$ cat src/common/dxirq_pkg.sv
// package: register map, field layout and reset values of the dual external interrupt latch
// ============================================================
// How it works
// - two independent maskable external interrupt channels
// - only a falling pin edge sets the request latch
// - vector fetch clears only its own latch
// - software acknowledge write clears channel latch
// - any reset clears every latch
// - edge mode: acknowledge clears latch at once
// - level mode: needs acknowledge and pin high
// - level mode: low pin keeps request pending
// - reset clears sensitivity select with latch
// - mask blocks forwarding, latch is kept
// - later falling edge relatches after acknowledge
// - pending flag ignores the mask bit
// - only line one level feeds branch condition
// - break clear enable lets acknowledges clear
// - break clear disabled: software acknowledges ignored in break, vector fetch still clears
// - registers at 0x1e and 0x1c
// - line one pending flag read-only
// - line one acknowledge write-only, reads zero
// - line one mask read/write, resets zero
// - line one sensitivity read/write, resets zero
// - line two pull-up disable, resets zero
// - line two has same flag/ack/mask/sensitivity
package dxirq_pkg;

    // ============================================================
    // register map
    localparam logic [7:0] DXIRQ_LINE_TWO_ADDR = 8'h1c; // line_two_status_control
    localparam logic [7:0] DXIRQ_LINE_ONE_ADDR = 8'h1e; // line_one_status_control

    // ============================================================
    // field positions inside a status and control register
    localparam int DXIRQ_SENS_BIT = 0;   // sensitivity select
    localparam int DXIRQ_BLOCK_BIT = 1;  // request block (mask)
    localparam int DXIRQ_ACK_BIT = 2;    // clear strobe, write-only
    localparam int DXIRQ_FLAG_BIT = 3;   // pending flag, read-only
    localparam int DXIRQ_PULLUP_BIT = 4; // line two pull-up disable

    // ============================================================
    // reset values
    localparam logic DXIRQ_SENS_RST = 1'b0;
    localparam logic DXIRQ_BLOCK_RST = 1'b0;
    localparam logic DXIRQ_PULLUP_RST = 1'b0;
    localparam logic [7:0] DXIRQ_RDATA_RST = 8'h00;
    localparam logic DXIRQ_PIN_IDLE = 1'b1;  // sync and history start high, so no false edge
    localparam logic DXIRQ_LATCH_RST = 1'b0; // request latch empty after reset

    // per-channel control bits carried together
    typedef struct packed {
        logic sens;  // 1: falling edge and low level
        logic block; // 1: request not forwarded
    } dxirq_ctrl_t;

endpackage : dxirq_pkg

$ cat src/rtl/dxirq_latch.sv
// top of the dual external interrupt latch: registers and two channels
`timescale 1ns/1ps
`default_nettype none
module dxirq_latch
    import dxirq_pkg::*;
(
    input wire logic clk,
    input wire logic reset_n,
    input wire logic ext_line_one_pin,   // active-low pin, line one
    input wire logic ext_line_two_pin,   // active-low pin, shared_port_pin
    input wire logic [7:0] addr,         // register address
    input wire logic [7:0] wdata,        // write data
    input wire logic wr,                 // write strobe
    input wire logic rd,                 // read strobe
    output logic [7:0] rdata,            // read data, cycle after rd
    input wire logic [1:0] vector_fetch, // vector fetch per line, one cycle
    input wire logic break_state,        // cpu in debug break
    input wire logic break_clear_enable, // from break_flag_control_reg
    output logic [1:0] irq_request,      // to interrupt priority logic
    output logic branch_pin_level,       // line one level for branch_if_pin_high/low
    output logic line_two_pullup_disable // 1: pull-up on line two off
);

    // ============================================================
    // control registers
    dxirq_ctrl_t ctrl [2]; // index 0 line one, 1 line two
    logic [1:0] soft_ack;
    logic [1:0] pending;
    logic [1:0] level;
    logic wr_one;
    logic wr_two;
    logic ack_ok;

    assign wr_one = wr && (addr == DXIRQ_LINE_ONE_ADDR);
    assign wr_two = wr && (addr == DXIRQ_LINE_TWO_ADDR);
    // software acknowledges in break only count when enabled; vector fetch is not gated
    assign ack_ok = !break_state || break_clear_enable;

    // mask and sensitivity bits, cleared by reset
    always_ff @(posedge clk or negedge reset_n) begin
        if (!reset_n) begin
            ctrl[0] <= '{sens: DXIRQ_SENS_RST, block: DXIRQ_BLOCK_RST};
            ctrl[1] <= '{sens: DXIRQ_SENS_RST, block: DXIRQ_BLOCK_RST};
        end else begin
            if (wr_one) begin
                ctrl[0].sens <= wdata[DXIRQ_SENS_BIT];
                ctrl[0].block <= wdata[DXIRQ_BLOCK_BIT];
            end
            if (wr_two) begin
                ctrl[1].sens <= wdata[DXIRQ_SENS_BIT];
                ctrl[1].block <= wdata[DXIRQ_BLOCK_BIT];
            end
        end
    end

    // pull-up disable on line two only
    always_ff @(posedge clk or negedge reset_n) begin
        if (!reset_n) begin
            line_two_pullup_disable <= DXIRQ_PULLUP_RST;
        end else if (wr_two) begin
            line_two_pullup_disable <= wdata[DXIRQ_PULLUP_BIT];
        end
    end

    // acknowledge bits are never stored, they act as pulses
    assign soft_ack[0] = wr_one && wdata[DXIRQ_ACK_BIT] && ack_ok;
    assign soft_ack[1] = wr_two && wdata[DXIRQ_ACK_BIT] && ack_ok;

    // ============================================================
    // the two channels
    for (genvar i = 0; i < 2; i++) begin : g_ch
        dxirq_channel u_ch (
            .clk(clk),
            .reset_n(reset_n),
            .pin_n(i == 0 ? ext_line_one_pin : ext_line_two_pin),
            .ctrl(ctrl[i]),
            .vector_ack(vector_fetch[i]),
            .soft_ack(soft_ack[i]),
            .pin_level(level[i]),
            .pending(pending[i]),
            .request(irq_request[i])
        );
    end

    // only line one reaches the branch condition
    assign branch_pin_level = level[0];

    // ============================================================
    // read port: flag, mask, sensitivity; ack reads zero
    always_ff @(posedge clk or negedge reset_n) begin
        if (!reset_n) begin
            rdata <= DXIRQ_RDATA_RST;
        end else if (rd && addr == DXIRQ_LINE_ONE_ADDR) begin
            rdata <= 8'h00;
            rdata[DXIRQ_FLAG_BIT] <= pending[0];
            rdata[DXIRQ_BLOCK_BIT] <= ctrl[0].block;
            rdata[DXIRQ_SENS_BIT] <= ctrl[0].sens;
        end else if (rd && addr == DXIRQ_LINE_TWO_ADDR) begin
            rdata <= 8'h00;
            rdata[DXIRQ_PULLUP_BIT] <= line_two_pullup_disable;
            rdata[DXIRQ_FLAG_BIT] <= pending[1];
            rdata[DXIRQ_BLOCK_BIT] <= ctrl[1].block;
            rdata[DXIRQ_SENS_BIT] <= ctrl[1].sens;
        end else begin
            rdata <= 8'h00; // unmapped or idle reads zero
        end
    end
endmodule // dxirq_latch
`default_nettype wire

$ cat src/rtl/dxirq_channel.sv
// one external interrupt channel: synchroniser, edge detect and request latch
`timescale 1ns/1ps
`default_nettype none
module dxirq_channel
    import dxirq_pkg::*;
(
    input wire logic clk,
    input wire logic reset_n,
    input wire logic pin_n,         // raw active-low pin
    input var dxirq_ctrl_t ctrl,    // sensitivity and mask
    input wire logic vector_ack,    // vector fetch acknowledge, one cycle
    input wire logic soft_ack,      // software acknowledge, one cycle, break-gated
    output logic pin_level,         // synchronised pin level
    output logic pending,           // latched request, or pin low in level mode
    output logic request            // request to priority logic
);

    // ============================================================
    // synchroniser and edge detect
    logic sync_a; // first stage, read only by sync_b
    logic sync_b; // second stage
    logic prev;   // previous sample for edge compare
    logic latch;  // request latch
    logic fall;
    logic ack;

    // two-flop synchroniser then one history flop
    always_ff @(posedge clk or negedge reset_n) begin
        if (!reset_n) begin
            sync_a <= DXIRQ_PIN_IDLE;
            sync_b <= DXIRQ_PIN_IDLE;
            prev <= DXIRQ_PIN_IDLE;
        end else begin
            sync_a <= pin_n;
            sync_b <= sync_a;
            prev <= sync_b;
        end
    end

    assign fall = prev & ~sync_b;
    assign ack = vector_ack | soft_ack;

    // ============================================================
    // request latch; a new edge wins over a clear in the same cycle
    always_ff @(posedge clk or negedge reset_n) begin
        if (!reset_n) begin
            latch <= DXIRQ_LATCH_RST;
        end else if (fall) begin
            latch <= 1'b1;
        end else if (ack) begin
            latch <= 1'b0;
        end
    end

    // level mode keeps the request alive while the pin stays low,
    // an acknowledge on a low pin must not drop it even for one cycle
    assign pending = latch | (ctrl.sens & ~sync_b);
    assign request = pending & ~ctrl.block;
    assign pin_level = sync_b;
endmodule // dxirq_channel
`default_nettype wire

$ cat config.mk
export PLATFORM = sky130hd
export DESIGN_NAME = dxirq_latch
export DESIGN_NICKNAME = d
export VERILOG_FILES = /design/src/common/dxirq_pkg.sv /design/src/rtl/dxirq_latch.sv /design/src/rtl/dxirq_channel.sv
export SDC_FILE = /design/constraint.sdc
export NUM_CORES = 1
export LEC_CHECK = 0
export BUFFER_PORTS_ARGS = -buffer_cell sky130_fd_sc_hd__buf_2
export CORE_UTILIZATION = 45
export CTS_BUF_LIST = sky130_fd_sc_hd__clkbuf_16
export DETAILED_ROUTE_END_ITERATION = 10
export PLACE_DENSITY = 0.89
export SETUP_SLACK_MARGIN = 0.1
export SLEW_MARGIN = 20
export SYNTH_ARGS = -nofsm -noshare
export SYNTH_HDL_FRONTEND = slang
export SYNTH_HIERARCHICAL = 1
export SYNTH_SLANG_ARGS = --single-unit
$ cat constraint.sdc
create_clock -name clk -period 1.67 [get_ports clk]
set_input_delay 0.167 -clock clk [delete_from_list [all_inputs] [get_ports clk]]
set_output_delay 0.167 -clock clk [all_outputs]
set_load 0.05 [all_outputs]
==> results of run 1 <==
==> sequential cells by signal, summed over array words and instances, names as in the netlist <==
name	flops
g_ch.u_ch/sync_a	2
line_two_pullup_disable	1
rdata	4
g_ch.u_ch/pin_level	2
g_ch.u_ch/prev	2
ctrl	4
g_ch.u_ch/latch	2
==> cell families (layout without fill, tap and decap cells) <==
group / count (synthesis) / in the layout / synth area share
muxes: 8 / 8 / 0.125
buffers and inverters: 9 / 38 / 0.0643
DFF: 17 / 17 / 0.556
and+or+nand+nor: 19 / 19 / 0.185
AOI/OAI and AO/OA: 4 / 4 / 0.0643
other: 1 / 4 / 0.00482
==> worst paths after layout <==
check	from	cells after the start	endpoint	slack, ns
worst max-delay path	g_ch[0].u_ch/pin_level	3	irq_request[0]	0.31
worst min-delay path	ext_line_one_pin	1	g_ch[0].u_ch/sync_a	0.02
worst max register to register	g_ch[0].u_ch/pin_level	4	rdata[3]	0.63
worst min register to register	g_ch[1].u_ch/sync_a	0	g_ch[1].u_ch/pin_level	0.35
max in group asynchronous	reset_n	2	g_ch[1].u_ch/prev	0.98
min in group asynchronous	reset_n	2	g_ch[0].u_ch/latch	0.37
==> timing repair <==
| item | 4_1_cts | 5_1_grt |
|---|---|---|
| hold buffers | 1 | 0 |
| setup endpoints to repair | 0 | 0 |
| endpoints found under the hold margin | 11 | 0 |
==> power breakdown <==
part	internal (µW)	switching, µW
registers	436	11.8
logic	49.9	84.1
clock network	317	143
==> worst max-delay path: stages, from the launching register on <==
cell and delay (ns):
dfstp_2 0.56, nand2b_4 0.14, a21oi_2 0.05, buf_2 0.21
==> through the flow <==
stage / setup slack [ns] / power (µW) / instance area, µm²
6_report: 0.306 / 1040 / 1010
5_1_grt: 0.267 / 1080 / 1010
4_1_cts: 0.301 / 1050 / 1010
3_5_place_dp: 0.253 / 588 / 920
3_3_place_gp: 0.290 / 583 / 920
2_1_floorplan: 0.404 / 550 / 790
==> layer usage <==
layer / global-route usage / vias up
met5: 0 / -
met4: 0.0750 / 0
met3: 0.0625 / 2
met2: 0.248 / 24
met1: 0.178 / 233
li1: - / 253
==> final cells by class <==
class	count	area, µm²	share of cell area
Sequential cell	17	433	0.429
Inverter	4	15.0	0.0149
Tap cell	16	20.0	0.0199
Clock buffer	3	75.1	0.0744
Clock inverter	1	3.75	0.00372
Multi-Input combinational cell	35	307	0.304
Timing Repair Buffer	30	155	0.154
==> cells in the final DEF (no fill, tap or decap) <==
| master | synthesis | layout |
|---|---|---|
| dlygate4sd3_1 | 0 | 1 |
| nor2_1 | 4 | 4 |
| nand3_1 | 3 | 3 |
| nand2b_1 | 1 | 1 |
| mux2i_1 | 3 | 3 |
| and4_2 | 1 | 1 |
| and4b_4 | 1 | 1 |
| clkbuf_16 | 0 | 3 |
| mux2_2 | 2 | 2 |
| mux2_4 | 3 | 3 |
| nor4b_4 | 1 | 1 |
| nor3b_1 | 1 | 1 |
| o32ai_2 | 2 | 2 |
| buf_2 | 1 | 29 |
| and3b_1 | 1 | 1 |
| nand2b_4 | 2 | 2 |
| conb_1 | 1 | 4 |
| nor3_1 | 1 | 1 |
| a21oi_2 | 2 | 2 |
| dfstp_2 | 6 | 6 |
| nand2_1 | 3 | 3 |
| inv_1 | 4 | 5 |
| dfrtp_1 | 11 | 11 |
==> impl_metrics.ini, run 1 <==
[status]
outcome = finished with violations
violations = design-rule violations

[routing]
route.met3.wl_um = 103
wl_met2_um = 648
drt.antenna.violating_nets = 0
routed_via_density = 4.83
dr.pass1.iters = 6
routedWlPerCell_um = 12.8
num_vias = 512
wl_met1_um = 586
maxUsedRoutingLayer = met4
wl_um = 1360
drc = 3
drt_first_iter_violations = 3

[global_route]
grt_max_degree = 18
grt_pass1_wl_um = 2010
grt_pass1_vias = 476
overflow = 0
grtUsageTotal = 0.154
antenna_found_initial = 0

[floorplan]
core_um2 = 1560
io_pins = 38
rows = 14
die_h_um = 43.6
start_util = 0.499
die_w_um = 43.6
dieArea_um2 = 1900

[synthesis]
synth_cell_types = 22
synth_edf_count = 0
synth_top_cell_by_area = dfrtp_1
syn_inst = 58
synth_ff_type = dfrtp_1
synth.ff_latch_count = 17
syn_avg_cell_area_um2 = 13.4
ys_seq_area_frac = 0.556
synthTopCellsByArea = dfrtp_1 (35%), dfstp_2 (20%), mux2_4 (5.8%), o32ai_2 (4.2%), mux2i_1 (3.9%)
yosysWarnings = 6
synth.top_cell.area_share = 0.354
yosysMostFrequentCell = dfrtp_1
synth-async-reset-ratio = 1.00
synth_commonest_cells = dfrtp_1 (11), dfstp_2 (6), buf_4 (4), inv_1 (4), nor2_1 (4)
post_synth_instance_area_um2 = 778

[cells_and_area]
instances_no_fill = 106
area_delta_synth_final_pct = 29.6
antenna_cells = 0
nNetsFinal = 117
fill_cells = 121
final_util = 0.647
drive_above_1_share = 0.578

[cts]
clockBufferDepth = 2
clk_latency_ns = 0.24
cts.sinks = 17
numCtsBuffers = 3
h-tree-depth = 1
cts_tree = yes
postCtsSetupBuffers = 0
cts_resized = 0
clk_root_buffer_cell = clkbuf_16
path_clk_slew_ns = 0.05

[timing]
finalSetupTns_ns = 0
period_minus_slack_ns = 1.36
fmax_ghz = 0.733
setup_violations = 0
hold_viol_final = 0
hold_slack_ns = 0.0201
clock_skew_ns = 0.00331
rsz0062_at_grt = no
slew_violations = 0
fin_crit_sh = 0.817

[worst_setup_path]
worstPathRequired_ns = 1.50
arrival_ns = 1.20
cp_max_fo = 4
cp-end-kind = primary output
worstSetupPathType = reg -> out
cp-start-kind = register

[place]
hpwl_um = 1070
dp.cells = 101
io_buffers = 29
gp_congestion = 0.795

[min_path]
hold_class = in -> reg

[power_and_ir_drop]
vdd_ir_drop_max_uv = 827
leakagePower_uw = 0.000521
p_per_area_nw_per_um2 = 1030

[job]
drv_cap = 0
Note: power is estimated with default switching activity, not from simulation.
==> inputs of run 2 (changes only) <==
- CORE_UTILIZATION: 45 -> 39
- PLACE_DENSITY: 0.89 -> 0.83
- clock period: 1.67 -> 1.2 ns (I/O delays scaled with it)
==> run 2 against run 1 <==
  * Critical path depth is the same
  * Largest power group unchanged
  * Clock skew fell by 0.0018 ns
  * Largest cell class unchanged
  * Wire length increased by 11%
  * The flow finishes with violations (negative setup slack)
  * Clock-buffer cell count stayed put
==> impl_metrics.ini, run 2 (synthesis results as in run 1) <==
[cts]
clockBufferDepth = 2
h-tree-depth = 1
clk_latency_ns = 0.24
numCtsBuffers = 3
cts_tree = yes
cts.sinks = 17
clk_root_buffer_cell = clkbuf_16
path_clk_slew_ns = 0.05

[worst_setup_path]
cp-end-kind = primary output
rr_worst_depth = 5
cp-start-kind = register
worstSetupPathType = reg -> out
timing.rr.end = rdata[3]
reg2reg_from = g_ch[1].u_ch/pin_level
cp_max_fo = 3
crit_chain = nand2b_4 > a21oi_2 > buf_6
arrival_ns = 1.10
cp_slowest_cell = dfstp_2
max_stage_delay_ns = 0.53
regToRegSetupSlack_ns = 0.09
worstPathRequired_ns = 1.08

[timing]
rsz0062_at_grt = yes
finalSetupTns_ns = -0.0409
setup_violations = 2
fin_crit_sh = 1.02
fmax_ghz = 0.817
clock_skew_ns = 0.00152
slew_violations = 0
worst_slack_ns = -0.0245
hold_slack_ns = 0.0892
hold_viol_final = 0
period_minus_slack_ns = 1.22

[cells_and_area]
final_cell_mix = buf_2 (24), dfrtp_1 (11), dfstp_2 (6)
top_regs = ctrl (4), rdata (4)
drive_above_1_share = 0.583
instances_no_fill = 121
area_delta_synth_final_pct = 43.1
nNetsFinal = 123
layout_commonest_cell = buf_2
antenna_cells = 0

[floorplan]
start_util = 0.432
core_um2 = 1800
rows = 15
die_w_um = 46.7
dieArea_um2 = 2180
io_pins = 38
die_h_um = 46.7

[place]
gp_congestion = 0.768
io_buffers = 29
dp_slack_ns = -0.168
hpwl_um = 1070
dp.cells = 110

[job]
drv_cap = 0

[routing]
dr.pass1.iters = 3
routedWlPerCell_um = 12.4
drc = 0
routed_via_density = 4.58
drt_first_iter_violations = 3
num_vias = 554
drt.antenna.violating_nets = 0
wl_um = 1500

[power_and_ir_drop]
vdd_ir_drop_max_uv = 1040
leakagePower_uw = 0.000562
p_per_area_nw_per_um2 = 1330

[global_route]
overflow = 0
grt_max_degree = 18
grt_pass1_wl_um = 2280
grt_pass1_vias = 573
antenna_found_initial = 0
grtUsageTotal = 0.161

[status]
violations = negative setup slack
outcome = finished with violations

[min_path]
worst_hold_path.endpoint = g_ch[1].u_ch/latch
hold_path_depth = 2
holdCritStartpoint = vector_fetch[1]
hold_class = in -> reg
==> run 2: cell types whose count changed in the layout (fill, tap and decap cells not counted), sizes merged <==
cell         change
buf              +4
dlygate4sd3      +2
==> run 2: worst max path at each step <==
stage	start	to	slack [ns]	depth (start not counted)
final	g_ch[0].u_ch/pin_level	irq_request[0]	-0.02	3
after global routing	g_ch[0].u_ch/pin_level	irq_request[0]	-0.05	3
after CTS	g_ch[0].u_ch/pin_level	irq_request[0]	-0.06	3
after detailed placement	addr[5]	line_two_pullup_disable	-0.17	4
after global placement	addr[5]	line_two_pullup_disable	-0.13	4
after floorplan	g_ch[0].u_ch/pin_level	irq_request[0]	-0.02	2
==> run 2: worst max-delay path, delay by kind of cell (launching register included) <==
kind | cells | cell delay (ns)
flip-flops | 1 | 0.53
buffers and inverters | 1 | 0.15
AND/OR/NAND/NOR | 1 | 0.12
AO/OA/AOI/OAI | 1 | 0.05
==> run 2: where the power goes <==
part | internal, µW | switching [µW]
clock | 441 | 196
sequential | 607 | 14.9
combinational | 98.5 | 128
==> run 2: per-layer routing <==
layer  wire length, µm  track usage  up-vias
met1               550        0.140      268
li1                  -            -      265
met5                 0            0        -
met4                11       0.0514        0
met2               868        0.319       18
met3                70       0.0706        3
==> run 2: layout make-up <==
class	instances	area [µm²]
Tap cell	25	31.3
Fill cell	157	688
Clock buffer	3	75.1
Multi-Input combinational cell	35	315
Clock inverter	1	3.75
Sequential cell	17	433
Timing Repair Buffer	36	240
Inverter	4	15.0
==> run 2: metrics by stage <==
stage,util,cell area [µm²],total power [µW]
6_report,0.618,1110,1480
5_1_grt,0.618,1110,1550
4_1_cts,0.608,1100,1490
3_5_place_dp,0.522,940,821
3_3_place_gp,0.522,940,814
2_1_floorplan,-,798,768
==> run 2: timing repair <==
action / 4_1_cts / 5_1_grt
endpoints found under the hold margin: 13 / 0
setup buffers: 3 / 1
hold buffers: 3 / 0
pin swaps: 5 / 3
resized for setup: 6 / 4
setup endpoints to repair: 6 / 7
==> inputs of run 3 (changes only) <==
- ABC_AREA: unset -> 1
- CORE_UTILIZATION: 39 -> 40
- GPL_TIMING_DRIVEN: unset -> 0
- PLACE_DENSITY: 0.83 -> 0.84
==> run 3 against run 2 <==
  * The flow still finishes with violations (negative setup slack)
  * Worst hold slack improved by 0.023 ns
  * Wire length rose by 6.9%
  * Combinational power rose by 4%
  * Global-route usage rose by 1.3 points
  * Clock-buffer cell count did not move
  * Fmax fell by 0.33%
==> impl_metrics.ini, run 3 <==
[routing]
dr.pass1.iters = 4
drt.antenna.violating_nets = 0
wl_um = 1600
drt_first_iter_violations = 16
num_vias = 731
drc = 0
routedWlPerCell_um = 9.72
routed_via_density = 4.43

[cells_and_area]
top_regs = ctrl (4), rdata (4)
area_delta_synth_final_pct = 43.7
final_cell_mix = nand2_1 (27), buf_2 (26), dfrtp_1 (11)
layout_commonest_cell = nand2_1
final_util = 0.610
finish.instance_area_um2 = 1180
instances_no_fill = 165
antenna_cells = 0
drive_above_1_share = 0.464
nNetsFinal = 165

[synthesis]
synth_ff_type = dfrtp_1
post_synth_instance_area_um2 = 825
yosysMostFrequentCell = nand2_1
ys_seq_area_frac = 0.525
syn_avg_cell_area_um2 = 8.68
synthTopCellsByArea = dfrtp_1 (33%), dfstp_2 (19%), nand2_1 (12%), nand2_2 (4.6%), nor2_4 (4.1%)
synth_top_cell_by_area = dfrtp_1
synth.top_cell.area_share = 0.334
synth.ff_latch_count = 17
synth-async-reset-ratio = 1.00
syn_inst = 95
synth_edf_count = 0
synth_commonest_cells = nand2_1 (27), dfrtp_1 (11), inv_1 (8), nor2_1 (8)
yosysWarnings = 6
synth_cell_types = 16

[floorplan]
core_um2 = 1940
start_util = 0.425
die_w_um = 47.4
rows = 16
die_h_um = 47.4
dieArea_um2 = 2250
io_pins = 38

[place]
dp.cells = 154
hpwl_um = 1200
gp_congestion = 0.837
placed_cell_area_um2 = 1020
io_buffers = 29

[power_and_ir_drop]
p_per_area_nw_per_um2 = 1260
pwr-share-clk = 0.425
power_uw = 1500
leakagePower_uw = 0.000652
comb_power_share = 0.158
swShare = 0.240
vdd_ir_drop_max_uv = 1080
power_frac_seq = 0.418
p_int_uw = 1140
switchingPower_uw = 360

[timing]
worst_slack_ns = -0.0286
setup_violations = 2
fin_crit_sh = 1.02
clock_skew_ns = 0.00350
slew_violations = 0
period_minus_slack_ns = 1.23
fmax_ghz = 0.814
rsz0062_at_grt = yes
hold_slack_ns = 0.112
hold_viol_final = 0

[cts]
clk_latency_ns = 0.24
clk_root_buffer_cell = clkbuf_16
cts_tree = yes
h-tree-depth = 1
numCtsBuffers = 3
path_clk_slew_ns = 0.05
clockBufferDepth = 2
cts.sinks = 17

[global_route]
antenna_found_initial = 0
grtUsageTotal = 0.174
overflow = 0
grt_pass1_vias = 649
grt_max_degree = 18
grt_pass1_wl_um = 2640

[worst_setup_path]
worstPathRequired_ns = 1.08
cp-start-kind = register
max_stage_delay_ns = 0.55
crit_chain = inv_2 > nand2_4 > a21oi_4 > buf_6
cp-end-kind = primary output
arrival_ns = 1.11
critPathTopFamily = flip-flops
cp_max_fo = 3
path_buf_inv = 2
cp_slowest_cell = dfstp_2
worstSetupPathType = reg -> out

[status]
violations = negative setup slack
outcome = finished with violations

[min_path]
hold_class = in -> reg

[job]
drv_cap = 0
-- run 3: layer usage --
metal,up-vias,share of wire,global-route usage
li1,375,-,-
met5,-,0,0
met1,329,0.42,0.221
met3,2,0.057,0.0615
met4,0,0.0075,0.0457
met2,25,0.52,0.282
-- run 3: stage by stage --
step / TNS (ns) / setup slack, ns
after floorplan: 0 / 0.0798
after global placement: 0 / 0.170
after detailed placement: 0 / 0.0995
after CTS: -0.0220 / -0.0220
after global routing: -0.131 / -0.0660
final: -0.0383 / -0.0286
-- run 3: final timing paths --
path                                        start                 endpoint  slack, ns  depth (start not counted)
max                        g_ch[0].u_ch/pin_level           irq_request[0]      -0.03                          4
max reg2reg                g_ch[0].u_ch/pin_level                 rdata[3]       0.07                          7
min in group asynchronous                 reset_n                  ctrl[2]       0.32                          2
min reg2reg                   g_ch[0].u_ch/sync_a   g_ch[0].u_ch/pin_level       0.35                          0
max in group asynchronous                 reset_n   g_ch[0].u_ch/pin_level       0.57                          2
min                                      wdata[4]  line_two_pullup_disable       0.11                          3
-- run 3: worst reg2reg max path, stage by stage (launching register included) --
cell and delay, ns:
dfstp_2 0.55, inv_2 0.05, nand2_4 0.06, buf_4 0.10
buf_4 0.09, nand2_1 0.04, nand4_1 0.08, nand2_1 0.05
-- run 3: power groups by stage --
stage | combinational [µW] | sequential [µW] | clock (µW)
6_report | 236 | 625 | 635
5_1_grt | 259 | 628 | 675
4_1_cts | 232 | 624 | 651
3_5_place_dp | 208 | 633 | 0
3_3_place_gp | 203 | 631 | 0
2_1_floorplan | 129 | 641 | 0
-- run 3: what timing repair did --
| item | 4_1_cts | 5_1_grt |
|---|---|---|
| resized for setup | 5 | 3 |
| endpoints found under the setup margin | 3 | 3 |
| gates cloned | 0 | 0 |
| hold buffers | 3 | 0 |
| buffers inserted | 3 | 1 |
| endpoints found under the hold margin | 13 | 0 |
-- run 3: cell type report --
cell class / instances / area, µm²
clock inverter: 1 / 3.75
inverter: 12 / 45.0
tap: 27 / 33.8
fill: 174 / 757
clock buffer: 3 / 75.1
buffer: 4 / 30.0
multi-input combinational: 65 / 340
timing repair buffer: 36 / 224
sequential: 17 / 433
-- run 3: kinds of logic (layout without fill, tap and decap cells) --
family | after synthesis | in the layout | share of synthesized area
compound gates | 3 | 3 | 0.0273
buf+inv | 16 | 56 | 0.0910
simple gates | 58 | 58 | 0.352
other cells | 1 | 4 | 0.00455
flops | 17 | 17 | 0.525
